--- src/common/dtc_pkg.sv ---
// Package of constants and carrier types for the dual timer capture control block
// Overview of operation
// - Falling input edge stores narrow count high-phase
// - Rising input edge stores narrow count low-phase
// - Wide capture upper byte high, lower low
// - Capture registers ignore writes, read last capture
// - Control bit 7 starts/stops wide timer
// - Transmit: bit 6 reload or single pass
// - Demodulation: bit 6 every edge or first
// - Bit 5 timeout flag, write one clears
// - Bits 4:3 select clock divide 1/2/4/8
// - Capture interrupt pulse when mask bit 2
// - Timeout interrupt pulse when mask bit 1
// - Bit 0 steers pin to timer output
// - Stop recovery keeps prescale, capture mask, sync
// - Joint register starts both timers, sync bit
// - Ping-pong alternates enables, sets wide timeout flag
package dtc_pkg;

  // ************************************************************
  // Register offsets
  // ************************************************************
  localparam logic [3:0] DTC_OFS_WIDE_CTRL   = 4'h2;
  localparam logic [3:0] DTC_OFS_JOINT_CTRL  = 4'h3;
  localparam logic [3:0] DTC_OFS_RELOAD_LO   = 4'h6;
  localparam logic [3:0] DTC_OFS_RELOAD_HI   = 4'h7;
  localparam logic [3:0] DTC_OFS_WCAP_LO     = 4'h8;
  localparam logic [3:0] DTC_OFS_WCAP_HI     = 4'h9;
  localparam logic [3:0] DTC_OFS_NCAP_LO     = 4'hA;
  localparam logic [3:0] DTC_OFS_NCAP_HI     = 4'hB;

  // ************************************************************
  // Field positions
  // ************************************************************
  localparam int DTC_BIT_RUN     = 7;
  localparam int DTC_BIT_SINGLE  = 6;
  localparam int DTC_BIT_TMO     = 5;
  localparam int DTC_BIT_PRE_HI  = 4;
  localparam int DTC_BIT_PRE_LO  = 3;
  localparam int DTC_BIT_CAPMSK  = 2;
  localparam int DTC_BIT_TMOMSK  = 1;
  localparam int DTC_BIT_STEER   = 0;
  localparam int DTC_BIT_NRUN    = 6;
  localparam int DTC_BIT_SYNC    = 5;

  // ************************************************************
  // Reset values and timing
  // ************************************************************
  localparam logic [7:0]  DTC_RST_BYTE  = 8'h00;
  localparam logic [15:0] DTC_RST_WORD  = 16'h0000;
  localparam logic [1:0]  DTC_RST_PRE   = 2'h0;
  localparam logic [2:0]  DTC_PRE_MAX   = 3'h7;

  // Register write strobe with its address and data
  typedef struct packed {
    logic       wr;
    logic [3:0] addr;
    logic [7:0] wdata;
  } dtc_bus_type;

endpackage

--- src/logic/dtc_timer_ctrl.sv ---
// Control, capture and register logic of the 8-bit and 16-bit counter/timers
`timescale 1ns/100ps
`default_nettype none
module dtc_timer_ctrl (
  input  wire logic                clk,              // System clock, 50 MHz
  input  wire logic                resetn,           // Power-on reset, async, active low
  input  wire logic                stop_recover,     // Stop-mode recovery reset pulse
  input  wire dtc_pkg::dtc_bus_type bus,             // Register write strobe and address
  output logic [7:0]               rdata,            // Read data of addressed register
  input  wire logic                demod_mode,       // High: demodulation, low: transmit
  input  wire logic                demod_in,         // Monitored input signal level
  input  wire logic [7:0]          narrow_count,     // Count of the eight_bit_timer
  input  wire logic                narrow_tc,        // eight_bit_timer terminal count pulse
  input  wire logic                pingpong,         // Ping-pong mode selected
  input  wire logic                port_latch,       // Port output latch bit
  output logic                     shared_port_pin,  // Steered pin level
  output logic                     wide_out,         // sixteen_bit_timer output level
  output logic                     narrow_run,       // eight_bit_timer enable
  output logic                     sync_en,          // Synchronised operation enable
  output logic                     cap_irq,          // Capture interrupt request pulse
  output logic                     tmo_irq           // Timeout interrupt request pulse
);
  import dtc_pkg::*;

  // ************************************************************
  // Block state
  // ************************************************************
  typedef struct packed {
    logic        wide_run;      // wide_run_bit
    logic        single;        // Single pass / first edge only
    logic        timeout;       // Terminal count flag
    logic [1:0]  presc;         // wide_prescale_select
    logic        cap_mask;      // Capture interrupt enable
    logic        tmo_mask;      // Timeout interrupt enable
    logic        steer;         // pin_steer_select
    logic        narrow_run;    // eight_bit_timer enable
    logic        sync_en;       // Sync mode
    logic [7:0]  reload_hi;     // wide_reload_upper
    logic [7:0]  reload_lo;     // Companion low hold byte
    logic [15:0] count;         // sixteen_bit_timer down counter
    logic [7:0]  wcap_hi;       // wide_capture_upper
    logic [7:0]  wcap_lo;       // wide_capture_lower
    logic [7:0]  ncap_hi;       // narrow_high_phase_capture
    logic [7:0]  ncap_lo;       // narrow_low_phase_capture
    logic        in_prev;       // Previous monitored input level
    logic        first_done;    // First edge already taken
    logic        tout;          // Timer output level
    logic        pin;           // Registered pin level
    logic [7:0]  rdata;         // Registered read data
    logic        cap_irq;       // Capture request pulse
    logic        tmo_irq;       // Timeout request pulse
  } dtc_state_type;

  dtc_state_type s_reg;        // Registered state
  dtc_state_type s_next;       // Next state
  logic          tick;         // Prescaled count tick
  logic          at_tc;        // Terminal count this cycle
  logic          edge_seen;    // Monitored input changed
  logic          cap_take;     // Demodulation capture taken
  logic [15:0]   reload;       // Full reload word

  // ************************************************************
  // Prescaler
  // ************************************************************
  dtc_prescaler u_pre (
    .clk    (clk),
    .resetn (resetn),
    .run    (s_reg.wide_run),
    .sel    (s_reg.presc),
    .tick   (tick)
  );

  // ************************************************************
  // Next-state logic
  // ************************************************************
  // Writes are applied first so that hardware events in the same cycle win
  always_comb begin
    s_next         = s_reg;
    s_next.cap_irq = 1'b0;
    s_next.tmo_irq = 1'b0;
    reload         = {s_reg.reload_hi, s_reg.reload_lo};
    edge_seen      = demod_in != s_reg.in_prev;
    at_tc          = s_reg.wide_run && tick && (s_reg.count == DTC_RST_WORD);
    cap_take       = demod_mode && s_reg.wide_run && edge_seen
                     && !(s_reg.single && s_reg.first_done);
    s_next.in_prev = demod_in;

    // Software writes; capture offsets fall through unchanged
    if (bus.wr) begin
      case (bus.addr)
        DTC_OFS_WIDE_CTRL: begin
          s_next.wide_run = bus.wdata[DTC_BIT_RUN];
          s_next.single   = bus.wdata[DTC_BIT_SINGLE];
          if (bus.wdata[DTC_BIT_TMO]) begin
            s_next.timeout = 1'b0;
          end
          s_next.presc    = bus.wdata[DTC_BIT_PRE_HI:DTC_BIT_PRE_LO];
          s_next.cap_mask = bus.wdata[DTC_BIT_CAPMSK];
          s_next.tmo_mask = bus.wdata[DTC_BIT_TMOMSK];
          s_next.steer    = bus.wdata[DTC_BIT_STEER];
        end
        DTC_OFS_JOINT_CTRL: begin
          s_next.wide_run   = bus.wdata[DTC_BIT_RUN];
          s_next.narrow_run = bus.wdata[DTC_BIT_NRUN];
          s_next.sync_en    = bus.wdata[DTC_BIT_SYNC];
        end
        DTC_OFS_RELOAD_LO: begin
          s_next.reload_lo = bus.wdata;
        end
        DTC_OFS_RELOAD_HI: begin
          s_next.reload_hi = bus.wdata;
        end
        default: begin
          // Capture and unmapped offsets ignore writes
        end
      endcase
      // A fresh start loads the reload word and re-arms first edge
      if (s_next.wide_run && !s_reg.wide_run) begin
        s_next.count      = reload;
        s_next.first_done = 1'b0;
      end
    end

    // Counting and terminal count
    if (at_tc) begin
      s_next.timeout = 1'b1;
      s_next.tmo_irq = s_reg.tmo_mask;
      s_next.count   = reload;
      if (!demod_mode) begin
        s_next.tout = !s_reg.tout;
        if (s_reg.single) begin
          s_next.wide_run = 1'b0;
        end
      end
    end else if (s_reg.wide_run && tick) begin
      s_next.count = s_reg.count - 16'h0001;
    end

    // Demodulation capture and reload on an input edge
    if (cap_take) begin
      s_next.wcap_hi    = s_reg.count[15:8];
      s_next.wcap_lo    = s_reg.count[7:0];
      s_next.count      = reload;
      s_next.first_done = 1'b1;
      s_next.cap_irq    = s_reg.cap_mask;
    end

    // Narrow timer phase captures
    if (edge_seen && !demod_in) begin
      s_next.ncap_hi = narrow_count;
    end
    if (edge_seen && demod_in) begin
      s_next.ncap_lo = narrow_count;
    end

    // Ping-pong hands the run enable from one timer to the other
    if (pingpong && at_tc) begin
      s_next.wide_run   = 1'b0;
      s_next.narrow_run = 1'b1;
    end
    if (pingpong && narrow_tc) begin
      s_next.narrow_run = 1'b0;
      s_next.wide_run   = 1'b1;
      s_next.count      = reload;
    end

    // Pin steering
    s_next.pin = s_reg.steer ? s_reg.tout : port_latch;

    // Read mux; the capture registers return the last captured value
    case (bus.addr)
      DTC_OFS_WIDE_CTRL:  s_next.rdata = {s_reg.wide_run, s_reg.single, s_reg.timeout,
                                          s_reg.presc, s_reg.cap_mask, s_reg.tmo_mask,
                                          s_reg.steer};
      DTC_OFS_JOINT_CTRL: s_next.rdata = {s_reg.wide_run, s_reg.narrow_run,
                                          s_reg.sync_en, 5'h00};
      DTC_OFS_RELOAD_LO:  s_next.rdata = s_reg.reload_lo;
      DTC_OFS_RELOAD_HI:  s_next.rdata = s_reg.reload_hi;
      DTC_OFS_WCAP_LO:    s_next.rdata = s_reg.wcap_lo;
      DTC_OFS_WCAP_HI:    s_next.rdata = s_reg.wcap_hi;
      DTC_OFS_NCAP_LO:    s_next.rdata = s_reg.ncap_lo;
      DTC_OFS_NCAP_HI:    s_next.rdata = s_reg.ncap_hi;
      default:            s_next.rdata = DTC_RST_BYTE;
    endcase

    // Stop recovery clears the other control fields but keeps the three marked ones: presc, cap_mask, sync_en
    if (stop_recover) begin
      s_next.wide_run   = 1'b0;
      s_next.single     = 1'b0;
      s_next.timeout    = 1'b0;
      s_next.tmo_mask   = 1'b0;
      s_next.steer      = 1'b0;
      s_next.narrow_run = 1'b0;
    end
  end

  // ************************************************************
  // State register
  // ************************************************************
  // Power-on reset clears every field, including the kept ones
  always_ff @(posedge clk or negedge resetn) begin
    if (!resetn) begin
      s_reg       <= '0;
      s_reg.presc <= DTC_RST_PRE;
    end else begin
      s_reg <= s_next;
    end
  end

  // ************************************************************
  // Outputs
  // ************************************************************
  assign rdata           = s_reg.rdata;
  assign shared_port_pin = s_reg.pin;
  assign wide_out        = s_reg.tout;
  assign narrow_run      = s_reg.narrow_run;
  assign sync_en         = s_reg.sync_en;
  assign cap_irq         = s_reg.cap_irq;
  assign tmo_irq         = s_reg.tmo_irq;
endmodule // dtc_timer_ctrl
`default_nettype wire

--- src/logic/dtc_prescaler.sv ---
// Prescaler that turns the system clock into the wide timer count tick
`timescale 1ns/100ps
`default_nettype none
module dtc_prescaler (
  input  wire logic       clk,      // System clock
  input  wire logic       resetn,   // Asynchronous power-on reset
  input  wire logic       run,      // Counting enabled; holds divider cleared when low
  input  wire logic [1:0] sel,      // Divide select
  output logic            tick      // One-cycle count tick
);
  import dtc_pkg::*;

  // ************************************************************
  // Divider state
  // ************************************************************
  typedef struct packed {
    logic [2:0] cnt;   // Free divider count
  } dtc_pre_state_type;

  dtc_pre_state_type s_reg;   // Registered state
  dtc_pre_state_type s_next;  // Next state
  logic [2:0]        mask;    // Low bits that must be zero for a tick

  // Tick when the selected low bits of the divider are all zero
  always_comb begin
    s_next = s_reg;
    mask   = DTC_PRE_MAX >> (2'h3 - sel);
    s_next.cnt = run ? s_reg.cnt + 3'h1 : 3'h0;
    tick   = run && ((s_reg.cnt & mask) == 3'h0);
  end

  // Register the divider
  always_ff @(posedge clk or negedge resetn) begin
    if (!resetn) begin
      s_reg <= '0;
    end else begin
      s_reg <= s_next;
    end
  end
endmodule // dtc_prescaler
`default_nettype wire

--- config.mk ---
export PLATFORM = sky130hd
export DESIGN_NAME = dtc_timer_ctrl
export DESIGN_NICKNAME = d
export VERILOG_FILES = /design/src/common/dtc_pkg.sv /design/src/logic/dtc_timer_ctrl.sv /design/src/logic/dtc_prescaler.sv
export SDC_FILE = /design/constraint.sdc
export NUM_CORES = 1
export LEC_CHECK = 0
export ABC_AREA = 1
export BUFFER_PORTS_ARGS = -buffer_cell sky130_fd_sc_hd__buf_4
export CORE_MARGIN = 4
export CORE_UTILIZATION = 53
export DETAILED_ROUTE_END_ITERATION = 10
export PLACE_DENSITY = 0.72
export SKIP_LAST_GASP = 1
export SYNTH_ARGS = -nofsm -noshare
export SYNTH_HDL_FRONTEND = slang
export SYNTH_HIERARCHICAL = 1
export SYNTH_SLANG_ARGS = --single-unit
--- constraint.sdc ---
create_clock -name clk -period 4.25 [get_ports clk]
set_clock_uncertainty 0.15 [all_clocks]
set_input_delay 0.2125 -clock clk [delete_from_list [all_inputs] [get_ports clk]]
set_output_delay 0.2125 -clock clk [all_outputs]
set_load 0.005 [all_outputs]
==> results of run 1 <==
==> critical path, cell delays in order <==
cell	delay, ns
sky130_fd_sc_hd__dlygate4sd3_1	0.55
sky130_fd_sc_hd__buf_4	0.12
sky130_fd_sc_hd__inv_1	0.04
sky130_fd_sc_hd__ha_1	0.26
sky130_fd_sc_hd__nor2_1	0.05
sky130_fd_sc_hd__nand2_2	0.40
sky130_fd_sc_hd__nand2_2	0.16
sky130_fd_sc_hd__nor2_2	0.53
sky130_fd_sc_hd__nand2_2	0.35
sky130_fd_sc_hd__nand3_1	0.17
sky130_fd_sc_hd__nand2_1	0.06
==> kinds of logic (layout without fill, tap and decap cells) <==
kind of cell,count (synthesis),count (layout),share of synthesized area
AND/OR/NAND/NOR,297,297,0.286
buffers and inverters,94,144,0.0890
AO/OA/AOI/OAI,92,92,0.107
flip-flops,91,91,0.486
XOR/XNOR,7,7,0.0131
adder cells (fa/ha/maj),4,4,0.0107
multiplexers,3,3,0.00721
==> synth_stat cells <==
cell	count	area [um^2]
sky130_fd_sc_hd__nand2_4	2	22.5
sky130_fd_sc_hd__nand3_4	2	35.0
sky130_fd_sc_hd__a221oi_1	2	17.5
sky130_fd_sc_hd__clkinv_4	1	8.76
sky130_fd_sc_hd__clkbuf_1	6	22.5
sky130_fd_sc_hd__nand2_1	178	668
sky130_fd_sc_hd__a22o_1	3	26.3
sky130_fd_sc_hd__o21ai_0	57	285
sky130_fd_sc_hd__o22ai_1	11	68.8
sky130_fd_sc_hd__dfrtp_1	91	2280
sky130_fd_sc_hd__nor2_1	34	128
sky130_fd_sc_hd__inv_2	2	7.51
sky130_fd_sc_hd__a211oi_1	1	7.51
sky130_fd_sc_hd__nor2_8	2	40.0
sky130_fd_sc_hd__mux2_2	3	33.8
sky130_fd_sc_hd__xnor2_1	1	8.76
sky130_fd_sc_hd__nand3_2	1	10.0
sky130_fd_sc_hd__ha_1	4	50.1
sky130_fd_sc_hd__a21oi_1	16	80.1
sky130_fd_sc_hd__nor2_2	5	31.3
sky130_fd_sc_hd__nand4_1	7	43.8
sky130_fd_sc_hd__a21oi_2	2	17.5
sky130_fd_sc_hd__buf_2	4	20.0
sky130_fd_sc_hd__buf_1	1	3.75
sky130_fd_sc_hd__inv_1	69	259
sky130_fd_sc_hd__buf_4	10	75.1
sky130_fd_sc_hd__buf_12	1	20.0
sky130_fd_sc_hd__nand3_1	49	245
sky130_fd_sc_hd__nand2_2	15	93.8
sky130_fd_sc_hd__xor2_1	6	52.6
sky130_fd_sc_hd__nor2_4	2	22.5
==> worst min path at each step <==
stage	startpoint	to	slack (ns)	cells past startpoint
finish	bus[2]	s_reg[82]	0.002	3
global route	bus[4]	s_reg[84]	0.01	3
CTS	bus[2]	s_reg[82]	0.005	3
detailed placement	demod_in	s_reg[13]	0.19	1
global placement	demod_in	s_reg[13]	0.19	1
floorplan	resetn	cap_irq	-0.23	0
==> final cells by class <==
cell class	instances	area (um^2)
fillers	772	3350
flip-flops and latches	91	2280
multi-input cells	403	1990
repair buffers	56	455
inverters	72	275
clock buffers	10	138
well taps	108	135
clock inverters	6	56.3
==> metal layers <==
metal | track usage | vias to the layer above
met4 | 0.0938 | 0
met5 | 0 | -
met3 | 0.0328 | 21
met2 | 0.379 | 140
met1 | 0.333 | 1889
li1 | - | 1965
==> power by group <==
group	internal (W)	switching, W	total [W]
combinational	0.000237	0.000391	0.000628
clock	0.000242	0.000337	0.000579
sequential	0.00102	0.000138	0.00115
total	0.00150	0.000865	0.00236
==> layout by cell type (no fill, tap or decap), drive strengths merged, types with 4 or more instances in the layout <==
cell         count
ha               4
nand3           52
xor2             6
clkbuf          10
o22ai           11
o21ai           57
inv             75
nand2          195
nor2            43
a21oi           18
dlygate4sd3     14
dfrtp           91
nand4            7
buf             42
==> per-stage QoR <==
step                       util  hold WS (ns)  instance area, um^2  instances  worst slack (ns)
after global routing      0.614        0.0111                 5330        746              1.18
after floorplan               -        -0.233                 4680        588              2.52
after global placement    0.575         0.192                 4990        716              1.67
after detailed placement  0.575         0.195                 4990        716              1.64
final                     0.614       0.00229                 5330        746              1.45
after CTS                 0.614       0.00525                 5330        746              1.51
==> reports/metrics.json, run 1 <==
{
  "worst_setup_path": {
    "r2r_start": "s_reg[13]",
    "rr_endpoint": "s_reg[54]",
    "crit_path_end": "s_reg[54]",
    "critical_path_fanouts_max": 33,
    "worstSetupPathType": "in2reg",
    "r2r.worst_path.cells": 8,
    "setup.worst_path.start": "demod_in",
    "critPathLaunchType": "input port",
    "arrival_ns": 2.90,
    "setup.worst_path.end_class": "flip-flop",
    "ff2ff_setup_slack_ns": 1.59,
    "worstPathRequired_ns": 4.36
  },
  "clock_network": {
    "ctsLongestPathBuffers": 2,
    "post_cts.repair.setup_buffers": 0,
    "clock_sink_count": 91,
    "h-tree-depth": 3,
    "post_cts_resize_count": 0,
    "cts.root.buffer_cell": "sky130_fd_sc_hd__clkbuf_8",
    "clock_latency_ns": 0.37,
    "cts_buffers": 9,
    "path_clk_slew_ns": 0.10,
    "ctsHoldBuffers": 14,
    "tritoncts_clock_tree": "built"
  },
  "route": {
    "drt_pre_antenna_iters": 4,
    "via_count": 4015,
    "wl_met2_um": 5260,
    "met3_length_um": 687,
    "drt_wl_total_um": 11600,
    "vias_per_cell": 5.38,
    "route.antenna.remaining_nets": 0,
    "drtIter0Drc": 348,
    "top_layer": "met4",
    "wl_met1_um": 5300,
    "route.detailed.wl_per_inst_um": 15.5,
    "drc": 0
  },
  "die": {
    "coreArea_mm2": 0.00868,
    "core.rowCount": 34,
    "fp.dieArea_mm2": 0.0104,
    "die_y_um": 102,
    "io_pins": 43,
    "initial_utilization": 0.540,
    "chipWidth_um": 102
  },
  "placement": {
    "detailed_place_hpwl_um": 8480,
    "globalplace.congestion": 0.914,
    "port_buffers": 42
  },
  "global_route": {
    "globalRouteOverflowTotal": 0,
    "grt_first_pass_wirelength_um": 19200,
    "grt_use_total": 0.238,
    "number_of_antenna_violations_at_the_first_check_in_global_routing": 0,
    "grt_max_degree": 92,
    "grt_pass1_vias": 3901
  },
  "sta": {
    "finalCriticalPeriod_ns": 2.80,
    "setup_repair_after_global_routing_missed_its_margin": "false",
    "tns_ns": 0,
    "drv_slew": 0,
    "layout_worst_path_cycle_share": 0.659,
    "max-slew-margin-rel": 0.247,
    "worst-slew-pin-transition_ns": 1.13,
    "hold_viol": 0,
    "max_freq_mhz": 357,
    "setup_viol_count_final": 0
  },
  "power_and_ir_drop": {
    "power.total_w": 0.00236,
    "vdd_ir_drop_max_mv": 0.244,
    "leakagePower_nw": 2.81,
    "pwr_density_cell_mw_per_mm2": 443
  },
  "run_status": {
    "outcome": "completed"
  },
  "finish": {
    "nets": 666,
    "insertedDiodeCount": 0,
    "drive_gt1_frac": 0.149,
    "largest_register_ff_count": 58,
    "area_growth_syn_to_layout_pct": 13.7
  },
  "min_path": {
    "worst_hold_path_type": "in2reg"
  },
  "logic_synthesis": {
    "average_cell_area_after_synthesis_um2": 7.96,
    "post_synth_inst_count": 588,
    "post_synth_num_cell_types": 31,
    "synth_warnings": 6,
    "syn_area_mm2": 0.00468,
    "seq_area_frac_synth": 0.486,
    "synth-seq-cells": 91,
    "net_count_after_synthesis": 621
  },
  "job": {
    "max-cap-violations": 0
  }
}
(Power assumes the default switching activity.)
==> run 2, diff against run 1 <==
--- a/config.mk
+++ b/config.mk
@@ -10,7 +10,7 @@
 export CORE_MARGIN = 4
 export CORE_UTILIZATION = 53
 export DETAILED_ROUTE_END_ITERATION = 10
-export PLACE_DENSITY = 0.72
+export PLACE_DENSITY = 0.75
 export SKIP_LAST_GASP = 1
 export SYNTH_ARGS = -nofsm -noshare
 export SYNTH_HDL_FRONTEND = slang
==> constraint.sdc (replaced) <==
create_clock -name clk -period 2.42 [get_ports clk]
set_clock_uncertainty 0.15 [all_clocks]
set_input_delay 0.121 -clock clk [delete_from_list [all_inputs] [get_ports clk]]
set_output_delay 0.121 -clock clk [all_outputs]
set_load 0.005 [all_outputs]
==> reports/metrics.json, run 2 (synthesized netlist as in run 1, its figures left out) <==
{
  "worst_setup_path": {
    "worstPathRequired": {"value": 2.52, "unit": "ns", "change": "-1.84 ns"},
    "critical_path_most_common_cell": "sky130_fd_sc_hd__nand3_1",
    "critPathLaunchType": "flip-flop",
    "setup.worst_path.end_class": "flip-flop",
    "timing.critical_path.buf_inv": {"value": 2, "change": "-1"},
    "critical_path.cell_chain": "inv_1 > ha_1 > nand3_4 > nor2_8 > nand3_1 > nand3_1 > a21oi_1 > dlygate4sd3_1",
    "cp_slowest_cell": "sky130_fd_sc_hd__dlygate4sd3_1",
    "worstSetupPathType": "reg2reg",
    "critical_path_fanouts_max": {"value": 5, "change": "-85%"},
    "critPathMaxStageDelay": {"value": 0.55, "unit": "ns", "change": "about the same"},
    "arrival": {"value": 2.39, "unit": "ns", "change": "-0.51 ns"},
    "critical_path.top_delay_family": "buffers and inverters"
  },
  "sta": {
    "drv_slew": {"value": 0, "change": "unchanged"},
    "setup_repair_after_global_routing_missed_its_margin": "false",
    "hold_viol": {"value": 0, "change": "unchanged"},
    "worst-slew-pin-transition": {"value": 0.568, "unit": "ns", "change": "-0.562 ns"},
    "finalCriticalPeriod_ns": 2.29,
    "max-slew-margin-rel": {"value": 0.621, "change": "+0.375"},
    "max_freq_mhz": 437,
    "tns": {"value": 0, "unit": "ns", "change": "unchanged"},
    "layout_worst_path_cycle_share": 0.945,
    "setup_viol_count_final": {"value": 0, "change": "unchanged"}
  },
  "job": {
    "max-cap-violations": {"value": 0, "change": "unchanged"}
  },
  "global_route": {
    "grt_pass1_vias": {"value": 3934, "change": "+0.85%"},
    "grt.busiest_layer": "met2",
    "grt_util_met1": {"value": 0.349, "change": "+0.0158"},
    "number_of_antenna_violations_at_the_first_check_in_global_routing": {"value": 0, "change": "unchanged"},
    "grt_use_total": {"value": 0.246, "change": "+0.00766"},
    "grt_first_pass_wirelength": {"value": 19800, "unit": "um", "change": "+2.9%"},
    "grt_met3_use": {"value": 0.0334, "change": "+0.000683"},
    "grt_max_degree": {"value": 51, "change": "-45%"},
    "grt_util_met2": {"value": 0.395, "change": "+0.0160"},
    "globalRouteOverflowTotal": {"value": 0, "change": "unchanged"}
  },
  "clock_network": {
    "clock_sink_count": {"value": 91, "change": "unchanged"},
    "cts.root.buffer_cell": "sky130_fd_sc_hd__clkbuf_8",
    "ctsLongestPathBuffers": {"value": 2, "change": "unchanged"},
    "cts_buffers": {"value": 9, "change": "unchanged"},
    "path_clk_slew": {"value": 0.09, "unit": "ns", "change": "about the same"},
    "tritoncts_clock_tree": "built",
    "clock_latency": {"value": 0.37, "unit": "ns", "change": "about the same"},
    "h-tree-depth": {"value": 3, "change": "unchanged"}
  },
  "finish": {
    "final.fill_count": {"value": 750, "change": "-2.8%"},
    "insertedDiodeCount": {"value": 0, "change": "unchanged"},
    "area_growth_syn_to_layout_pct": 17.7,
    "mostFrequentLayoutCells": "sky130_fd_sc_hd__nand2_1, sky130_fd_sc_hd__dfrtp_1, sky130_fd_sc_hd__inv_1, sky130_fd_sc_hd__o21ai_0, sky130_fd_sc_hd__nand3_1",
    "nets": {"value": 682, "change": "+2.4%"},
    "multi_input_comb_area": {"value": 0.00199, "unit": "mm^2", "change": "+0.25%"},
    "mostFrequentLayoutCell": "sky130_fd_sc_hd__nand2_1",
    "drive_gt1_frac": {"value": 0.153, "change": "+0.00400"},
    "largest_register_ff_count": {"value": 58, "change": "unchanged"},
    "regArea": {"value": 0.00228, "unit": "mm^2", "change": "about the same"}
  },
  "power_and_ir_drop": {
    "net-switching-power": {"value": 0.00151, "unit": "W", "change": "+75%"},
    "power_frac_seq": {"value": 0.478, "change": "-0.011"},
    "power.total": {"value": 0.00425, "unit": "W", "change": "+80%"},
    "power_switching_share": {"value": 0.356, "change": "-0.0108"},
    "pwr-share-clk": {"value": 0.257, "change": "+0.012"},
    "p_comb_frac": {"value": 0.265, "change": "about the same"},
    "pwr_density_cell": {"value": 770, "unit": "mW/mm^2", "change": "+74%"},
    "vdd_ir_drop_max": {"value": 0.410, "unit": "mV", "change": "+68%"},
    "leakagePower": {"value": 2.89, "unit": "nW", "change": "+2.9%"},
    "cellInternalPower": {"value": 0.00274, "unit": "W", "change": "+83%"}
  },
  "die": {
    "coreArea": {"value": 0.00868, "unit": "mm^2", "change": "unchanged"},
    "io_pins": {"value": 43, "change": "unchanged"},
    "core.rowCount": {"value": 34, "change": "unchanged"},
    "chipWidth": {"value": 102, "unit": "um", "change": "unchanged"},
    "die_y": {"value": 102, "unit": "um", "change": "unchanged"},
    "initial_utilization": {"value": 0.540, "change": "unchanged"},
    "fp.dieArea": {"value": 0.0104, "unit": "mm^2", "change": "unchanged"}
  },
  "placement": {
    "port_buffers": {"value": 42, "change": "unchanged"},
    "detailed_place_hpwl": {"value": 8670, "unit": "um", "change": "+2.3%"},
    "globalplace.congestion": {"value": 0.925, "change": "+1.3%"}
  },
  "route": {
    "drt_wl_total": {"value": 12100, "unit": "um", "change": "+4.1%"},
    "vias_per_cell": {"value": 5.39, "change": "+0.17%"},
    "via_count": {"value": 4108, "change": "+2.3%"},
    "route.detailed.wl_per_inst": {"value": 15.8, "unit": "um", "change": "+2.0%"},
    "drtIter0Drc": {"value": 416, "change": "+20%"},
    "drt_pre_antenna_iters": {"value": 5, "change": "+1"},
    "route.antenna.remaining_nets": {"value": 0, "change": "unchanged"},
    "drc": {"value": 0, "change": "unchanged"}
  },
  "min_path": {
    "worst_hold_path_type": "in2reg"
  },
  "run_status": {
    "outcome": "completed"
  }
}
[run 2: path summary, 6_finish.rpt]
kind                       startpoint               to  slack (ns)  cells past startpoint
setup / recovery            s_reg[46]        s_reg[87]        0.13                      8
hold / removal                 bus[8]         rdata[7]        0.08                      5
setup reg to reg            s_reg[46]        s_reg[87]        0.13                      8
hold reg to reg             s_reg[80]  shared_port_pin        0.33                      2
max in group asynchronous      resetn        s_reg[59]        1.33                      3
min in group asynchronous      resetn        s_reg[26]        0.11                      2
[run 2: layout make-up]
| cell class | instances | area share |
|---|---|---|
| Sequential cell | 91 | 0.413 |
| Multi-Input combinational cell | 403 | 0.362 |
| Timing Repair Buffer | 72 | 0.112 |
| Inverter | 72 | 0.0504 |
| Clock buffer | 10 | 0.0250 |
| Tap cell | 108 | 0.0245 |
| Clock inverter | 6 | 0.0129 |
[run 2: metal layers]
metal  routed length [um]  vias up
met5                    0        -
met4                  159        0
met3                  785       17
met2                 5780      157
met1                 5330     1940
li1                     -     1994
[run 2: worst reg2reg max path, stage by stage, from the launching register on]
cell and delay [ns]:
sky130_fd_sc_hd__dfrtp_1 0.40, sky130_fd_sc_hd__inv_1 0.16, sky130_fd_sc_hd__ha_1 0.33, sky130_fd_sc_hd__nand3_4 0.14, sky130_fd_sc_hd__nor2_8 0.18, sky130_fd_sc_hd__nand3_1 0.11
sky130_fd_sc_hd__nand3_1 0.10, sky130_fd_sc_hd__a21oi_1 0.06, sky130_fd_sc_hd__dlygate4sd3_1 0.55
[run 2: per-stage QoR]
step / area (um^2) / hold WS (ns) / utilization / setup WS (ns) / instances
6_report: 5510 / 0.0833 / 0.635 / 0.132 / 762
3_5_place_dp: 5020 / -0.00270 / 0.578 / 0.170 / 718
4_1_cts: 5490 / 0.0569 / 0.632 / 0.100 / 760
5_1_grt: 5510 / 0.102 / 0.635 / 0.0265 / 762
2_1_floorplan: 4680 / -0.325 / - / 0.692 / 588
3_3_place_gp: 5020 / -0.0172 / 0.578 / 0.226 / 718
[run 2: power by group through the flow]
stage / clock network (W) / logic [W] / registers [W]
detailed placement: 0 / 0.00108 / 0.00205
floorplan: 0 / 0.000808 / 0.00198
global placement: 0 / 0.00105 / 0.00204
global route: 0.00117 / 0.00128 / 0.00206
CTS: 0.00111 / 0.00112 / 0.00202
finish: 0.00109 / 0.00113 / 0.00203
[run 2: what timing repair did]
action,4_1_cts,5_1_grt
gates resized for setup,0,3
endpoints found under the setup margin,0,18
hold buffers,26,0
hold endpoints to repair,86,0
buffers inserted,0,2
==> run 3, diff against run 2 <==
--- a/config.mk
+++ b/config.mk
@@ -7,8 +7,10 @@
 export LEC_CHECK = 0
 export ABC_AREA = 1
 export BUFFER_PORTS_ARGS = -buffer_cell sky130_fd_sc_hd__buf_4
-export CORE_MARGIN = 4
+export CORE_ASPECT_RATIO = 0.6
+export CORE_MARGIN = 10
 export CORE_UTILIZATION = 53
+export CTS_BUF_LIST = sky130_fd_sc_hd__clkbuf_4 sky130_fd_sc_hd__clkbuf_8
 export DETAILED_ROUTE_END_ITERATION = 10
 export PLACE_DENSITY = 0.75
 export SKIP_LAST_GASP = 1
==> reports/metrics.json, run 3 (synthesized netlist as in run 1, its figures left out) <==
{
  "finish": {
    "drive_gt1_frac": {"value": 0.160, "change": "+0.00667"},
    "mostFrequentLayoutCells": "sky130_fd_sc_hd__nand2_1, sky130_fd_sc_hd__dfrtp_1, sky130_fd_sc_hd__inv_1, sky130_fd_sc_hd__o21ai_0",
    "area_growth_syn_to_layout_pct": 18.0,
    "mostFrequentLayoutCell": "sky130_fd_sc_hd__nand2_1",
    "final_cells": {"value": 770, "change": "+1.0%"},
    "insertedDiodeCount": {"value": 0, "change": "unchanged"},
    "nets": {"value": 686, "change": "+0.59%"},
    "multi_input_comb_area": {"value": 0.00199, "unit": "mm^2", "change": "-0.13%"},
    "regArea": {"value": 0.00228, "unit": "mm^2", "change": "unchanged"},
    "largest_register_ff_count": {"value": 58, "change": "unchanged"},
    "final.fill_count": {"value": 711, "change": "-5.2%"}
  },
  "route": {
    "vias_per_cell": {"value": 5.44, "change": "+0.94%"},
    "drtIter0Drc": {"value": 468, "change": "+13%"},
    "route.antenna.remaining_nets": {"value": 0, "change": "unchanged"},
    "route.detailed.wl_per_inst": {"value": 17.5, "unit": "um", "change": "+10%"},
    "drt_wl_total": {"value": 13400, "unit": "um", "change": "+12%"},
    "drc": {"value": 0, "change": "unchanged"},
    "drt_pre_antenna_iters": {"value": 5, "change": "unchanged"},
    "via_count": {"value": 4190, "change": "+2.0%"}
  },
  "worst_setup_path": {
    "setup.worst_path.end_class": "flip-flop",
    "arrival": {"value": 2.46, "unit": "ns", "change": "+0.07 ns"},
    "critical_path_fanouts_max": {"value": 4, "change": "-1"},
    "worstSetupPathType": "reg2reg",
    "worstPathRequired": {"value": 2.54, "unit": "ns", "change": "+0.02 ns"},
    "critPathLaunchType": "flip-flop",
    "timing.critical_path.buf_inv": {"value": 2, "change": "unchanged"},
    "critical_path.cell_chain": "inv_1 > ha_2 > nand3_4 > nor2_8 > nand3_1 > nand3_1 > a21oi_1 > dlygate4sd3_1",
    "cp_slowest_cell": "sky130_fd_sc_hd__dlygate4sd3_1",
    "critPathMaxStageDelay": {"value": 0.55, "unit": "ns", "change": "about the same"},
    "critical_path_most_common_cell": "sky130_fd_sc_hd__nand3_1",
    "critical_path.top_delay_family": "buffers and inverters"
  },
  "clock_network": {
    "cts_buffers": {"value": 9, "change": "unchanged"},
    "h-tree-depth": {"value": 3, "change": "unchanged"},
    "path_clk_slew": {"value": 0.10, "unit": "ns", "change": "about the same"},
    "clock_sink_count": {"value": 91, "change": "unchanged"},
    "ctsLongestPathBuffers": {"value": 2, "change": "unchanged"},
    "tritoncts_clock_tree": "built",
    "clock_latency": {"value": 0.38, "unit": "ns", "change": "about the same"},
    "cts.root.buffer_cell": "sky130_fd_sc_hd__clkbuf_8"
  },
  "die": {
    "coreArea": {"value": 0.00856, "unit": "mm^2", "change": "-1.4%"},
    "die_y": {"value": 92.8, "unit": "um", "change": "-9.0%"},
    "chipWidth": {"value": 141, "unit": "um", "change": "+39%"},
    "io_pins": {"value": 43, "change": "unchanged"},
    "core.rowCount": {"value": 26, "change": "-24%"},
    "initial_utilization": {"value": 0.547, "change": "+0.00773"},
    "fp.dieArea": {"value": 0.0131, "unit": "mm^2", "change": "+26%"}
  },
  "placement": {
    "place.detailed.instances": {"value": 724, "change": "+0.84%"},
    "port_buffers": {"value": 42, "change": "unchanged"},
    "detailed_place_hpwl": {"value": 9800, "unit": "um", "change": "+13%"},
    "globalplace.congestion": {"value": 0.924, "change": "-0.16%"}
  },
  "sta": {
    "setup_viol_count_final": {"value": 0, "change": "unchanged"},
    "hold_viol": {"value": 0, "change": "unchanged"},
    "setup_repair_after_global_routing_missed_its_margin": "false",
    "finalCriticalPeriod": {"value": 2.34, "unit": "ns", "change": "+0.0547 ns"},
    "tns": {"value": 0, "unit": "ns", "change": "unchanged"},
    "drv_slew": {"value": 0, "change": "unchanged"},
    "layout_worst_path_cycle_share": {"value": 0.968, "change": "+0.0226"},
    "max-slew-margin-rel": {"value": 0.573, "change": "-0.0482"},
    "worst-slew-pin-transition": {"value": 0.640, "unit": "ns", "change": "+0.0724 ns"},
    "max_freq": {"value": 427, "unit": "MHz", "change": "-2.3%"}
  },
  "global_route": {
    "grt_first_pass_wirelength": {"value": 21300, "unit": "um", "change": "+8.0%"},
    "grt_pass1_vias": {"value": 3945, "change": "+0.28%"},
    "globalRouteOverflowTotal": {"value": 0, "change": "unchanged"},
    "grt_use_total": {"value": 0.208, "change": "-0.0382"},
    "number_of_antenna_violations_at_the_first_check_in_global_routing": {"value": 0, "change": "unchanged"},
    "grt_max_degree": {"value": 64, "change": "+25%"}
  },
  "job": {
    "max-cap-violations": {"value": 0, "change": "unchanged"}
  },
  "power_and_ir_drop": {
    "pwr_density_cell": {"value": 769, "unit": "mW/mm^2", "change": "-0.14%"},
    "leakagePower": {"value": 2.90, "unit": "nW", "change": "+0.47%"},
    "vdd_ir_drop_max": {"value": 0.479, "unit": "mV", "change": "+17%"}
  },
  "min_path": {
    "worst_hold_path_type": "in2async"
  },
  "run_status": {
    "outcome": "completed"
  }
}
==> run 3: area by class of cell <==
cell class,instances,area share
sequential,91,0.412
multi-input combinational,403,0.360
timing repair buffer,76,0.117
inverter,72,0.0503
clock buffer,11,0.0263
tap,112,0.0254
clock inverter,5,0.00815
==> run 3: repair_timing <==
action                     4_1_cts  5_1_grt
gates resized for setup          0        3
hold endpoints to repair       136        0
hold buffers                    26        0
setup buffers                    0        4
setup endpoints to repair        0        1
==> run 3: layer usage <==
metal,global-route usage,part of all wire
met5,0,0
met2,0.290,0.42
met3,0.0668,0.11
met1,0.302,0.46
met4,0.0514,0.011
==> run 3: metrics by stage <==
stage	utilization	hold WS (ns)	area [um^2]	setup slack, ns	total power [W]
floorplan	-	-0.325	4680	0.692	0.00278
global placement	0.589	-0.0835	5040	0.371	0.00315
finish	0.646	0.0436	5530	0.0772	0.00425
detailed placement	0.589	-0.0772	5040	0.304	0.00319
global route	0.646	0.0611	5530	0.0189	0.00451
CTS	0.642	0.0332	5490	0.0980	0.00425
==> run 3: power by group <==
group	switching (W)	internal, W	leakage [nW]
Combinational	0.000743	0.000446	1.62
Clock	0.000585	0.000430	0.0959
Sequential	0.000261	0.00179	1.18
Total	0.00159	0.00266	2.90
==> run 3: worst paths after layout <==
| check | slack [ns] | to | startpoint | cells past startpoint |
|---|---|---|---|---|
| max | 0.08 | s_reg[87] | s_reg[46] | 8 |
| min | 0.04 | s_reg[39] | resetn | 2 |
| max in group asynchronous | 1.40 | s_reg[87] | resetn | 3 |
| min reg2reg | 0.33 | shared_port_pin | s_reg[80] | 2 |
| max reg2reg | 0.08 | s_reg[87] | s_reg[46] | 8 |
| min in group clk | 0.06 | rdata[7] | bus[8] | 5 |
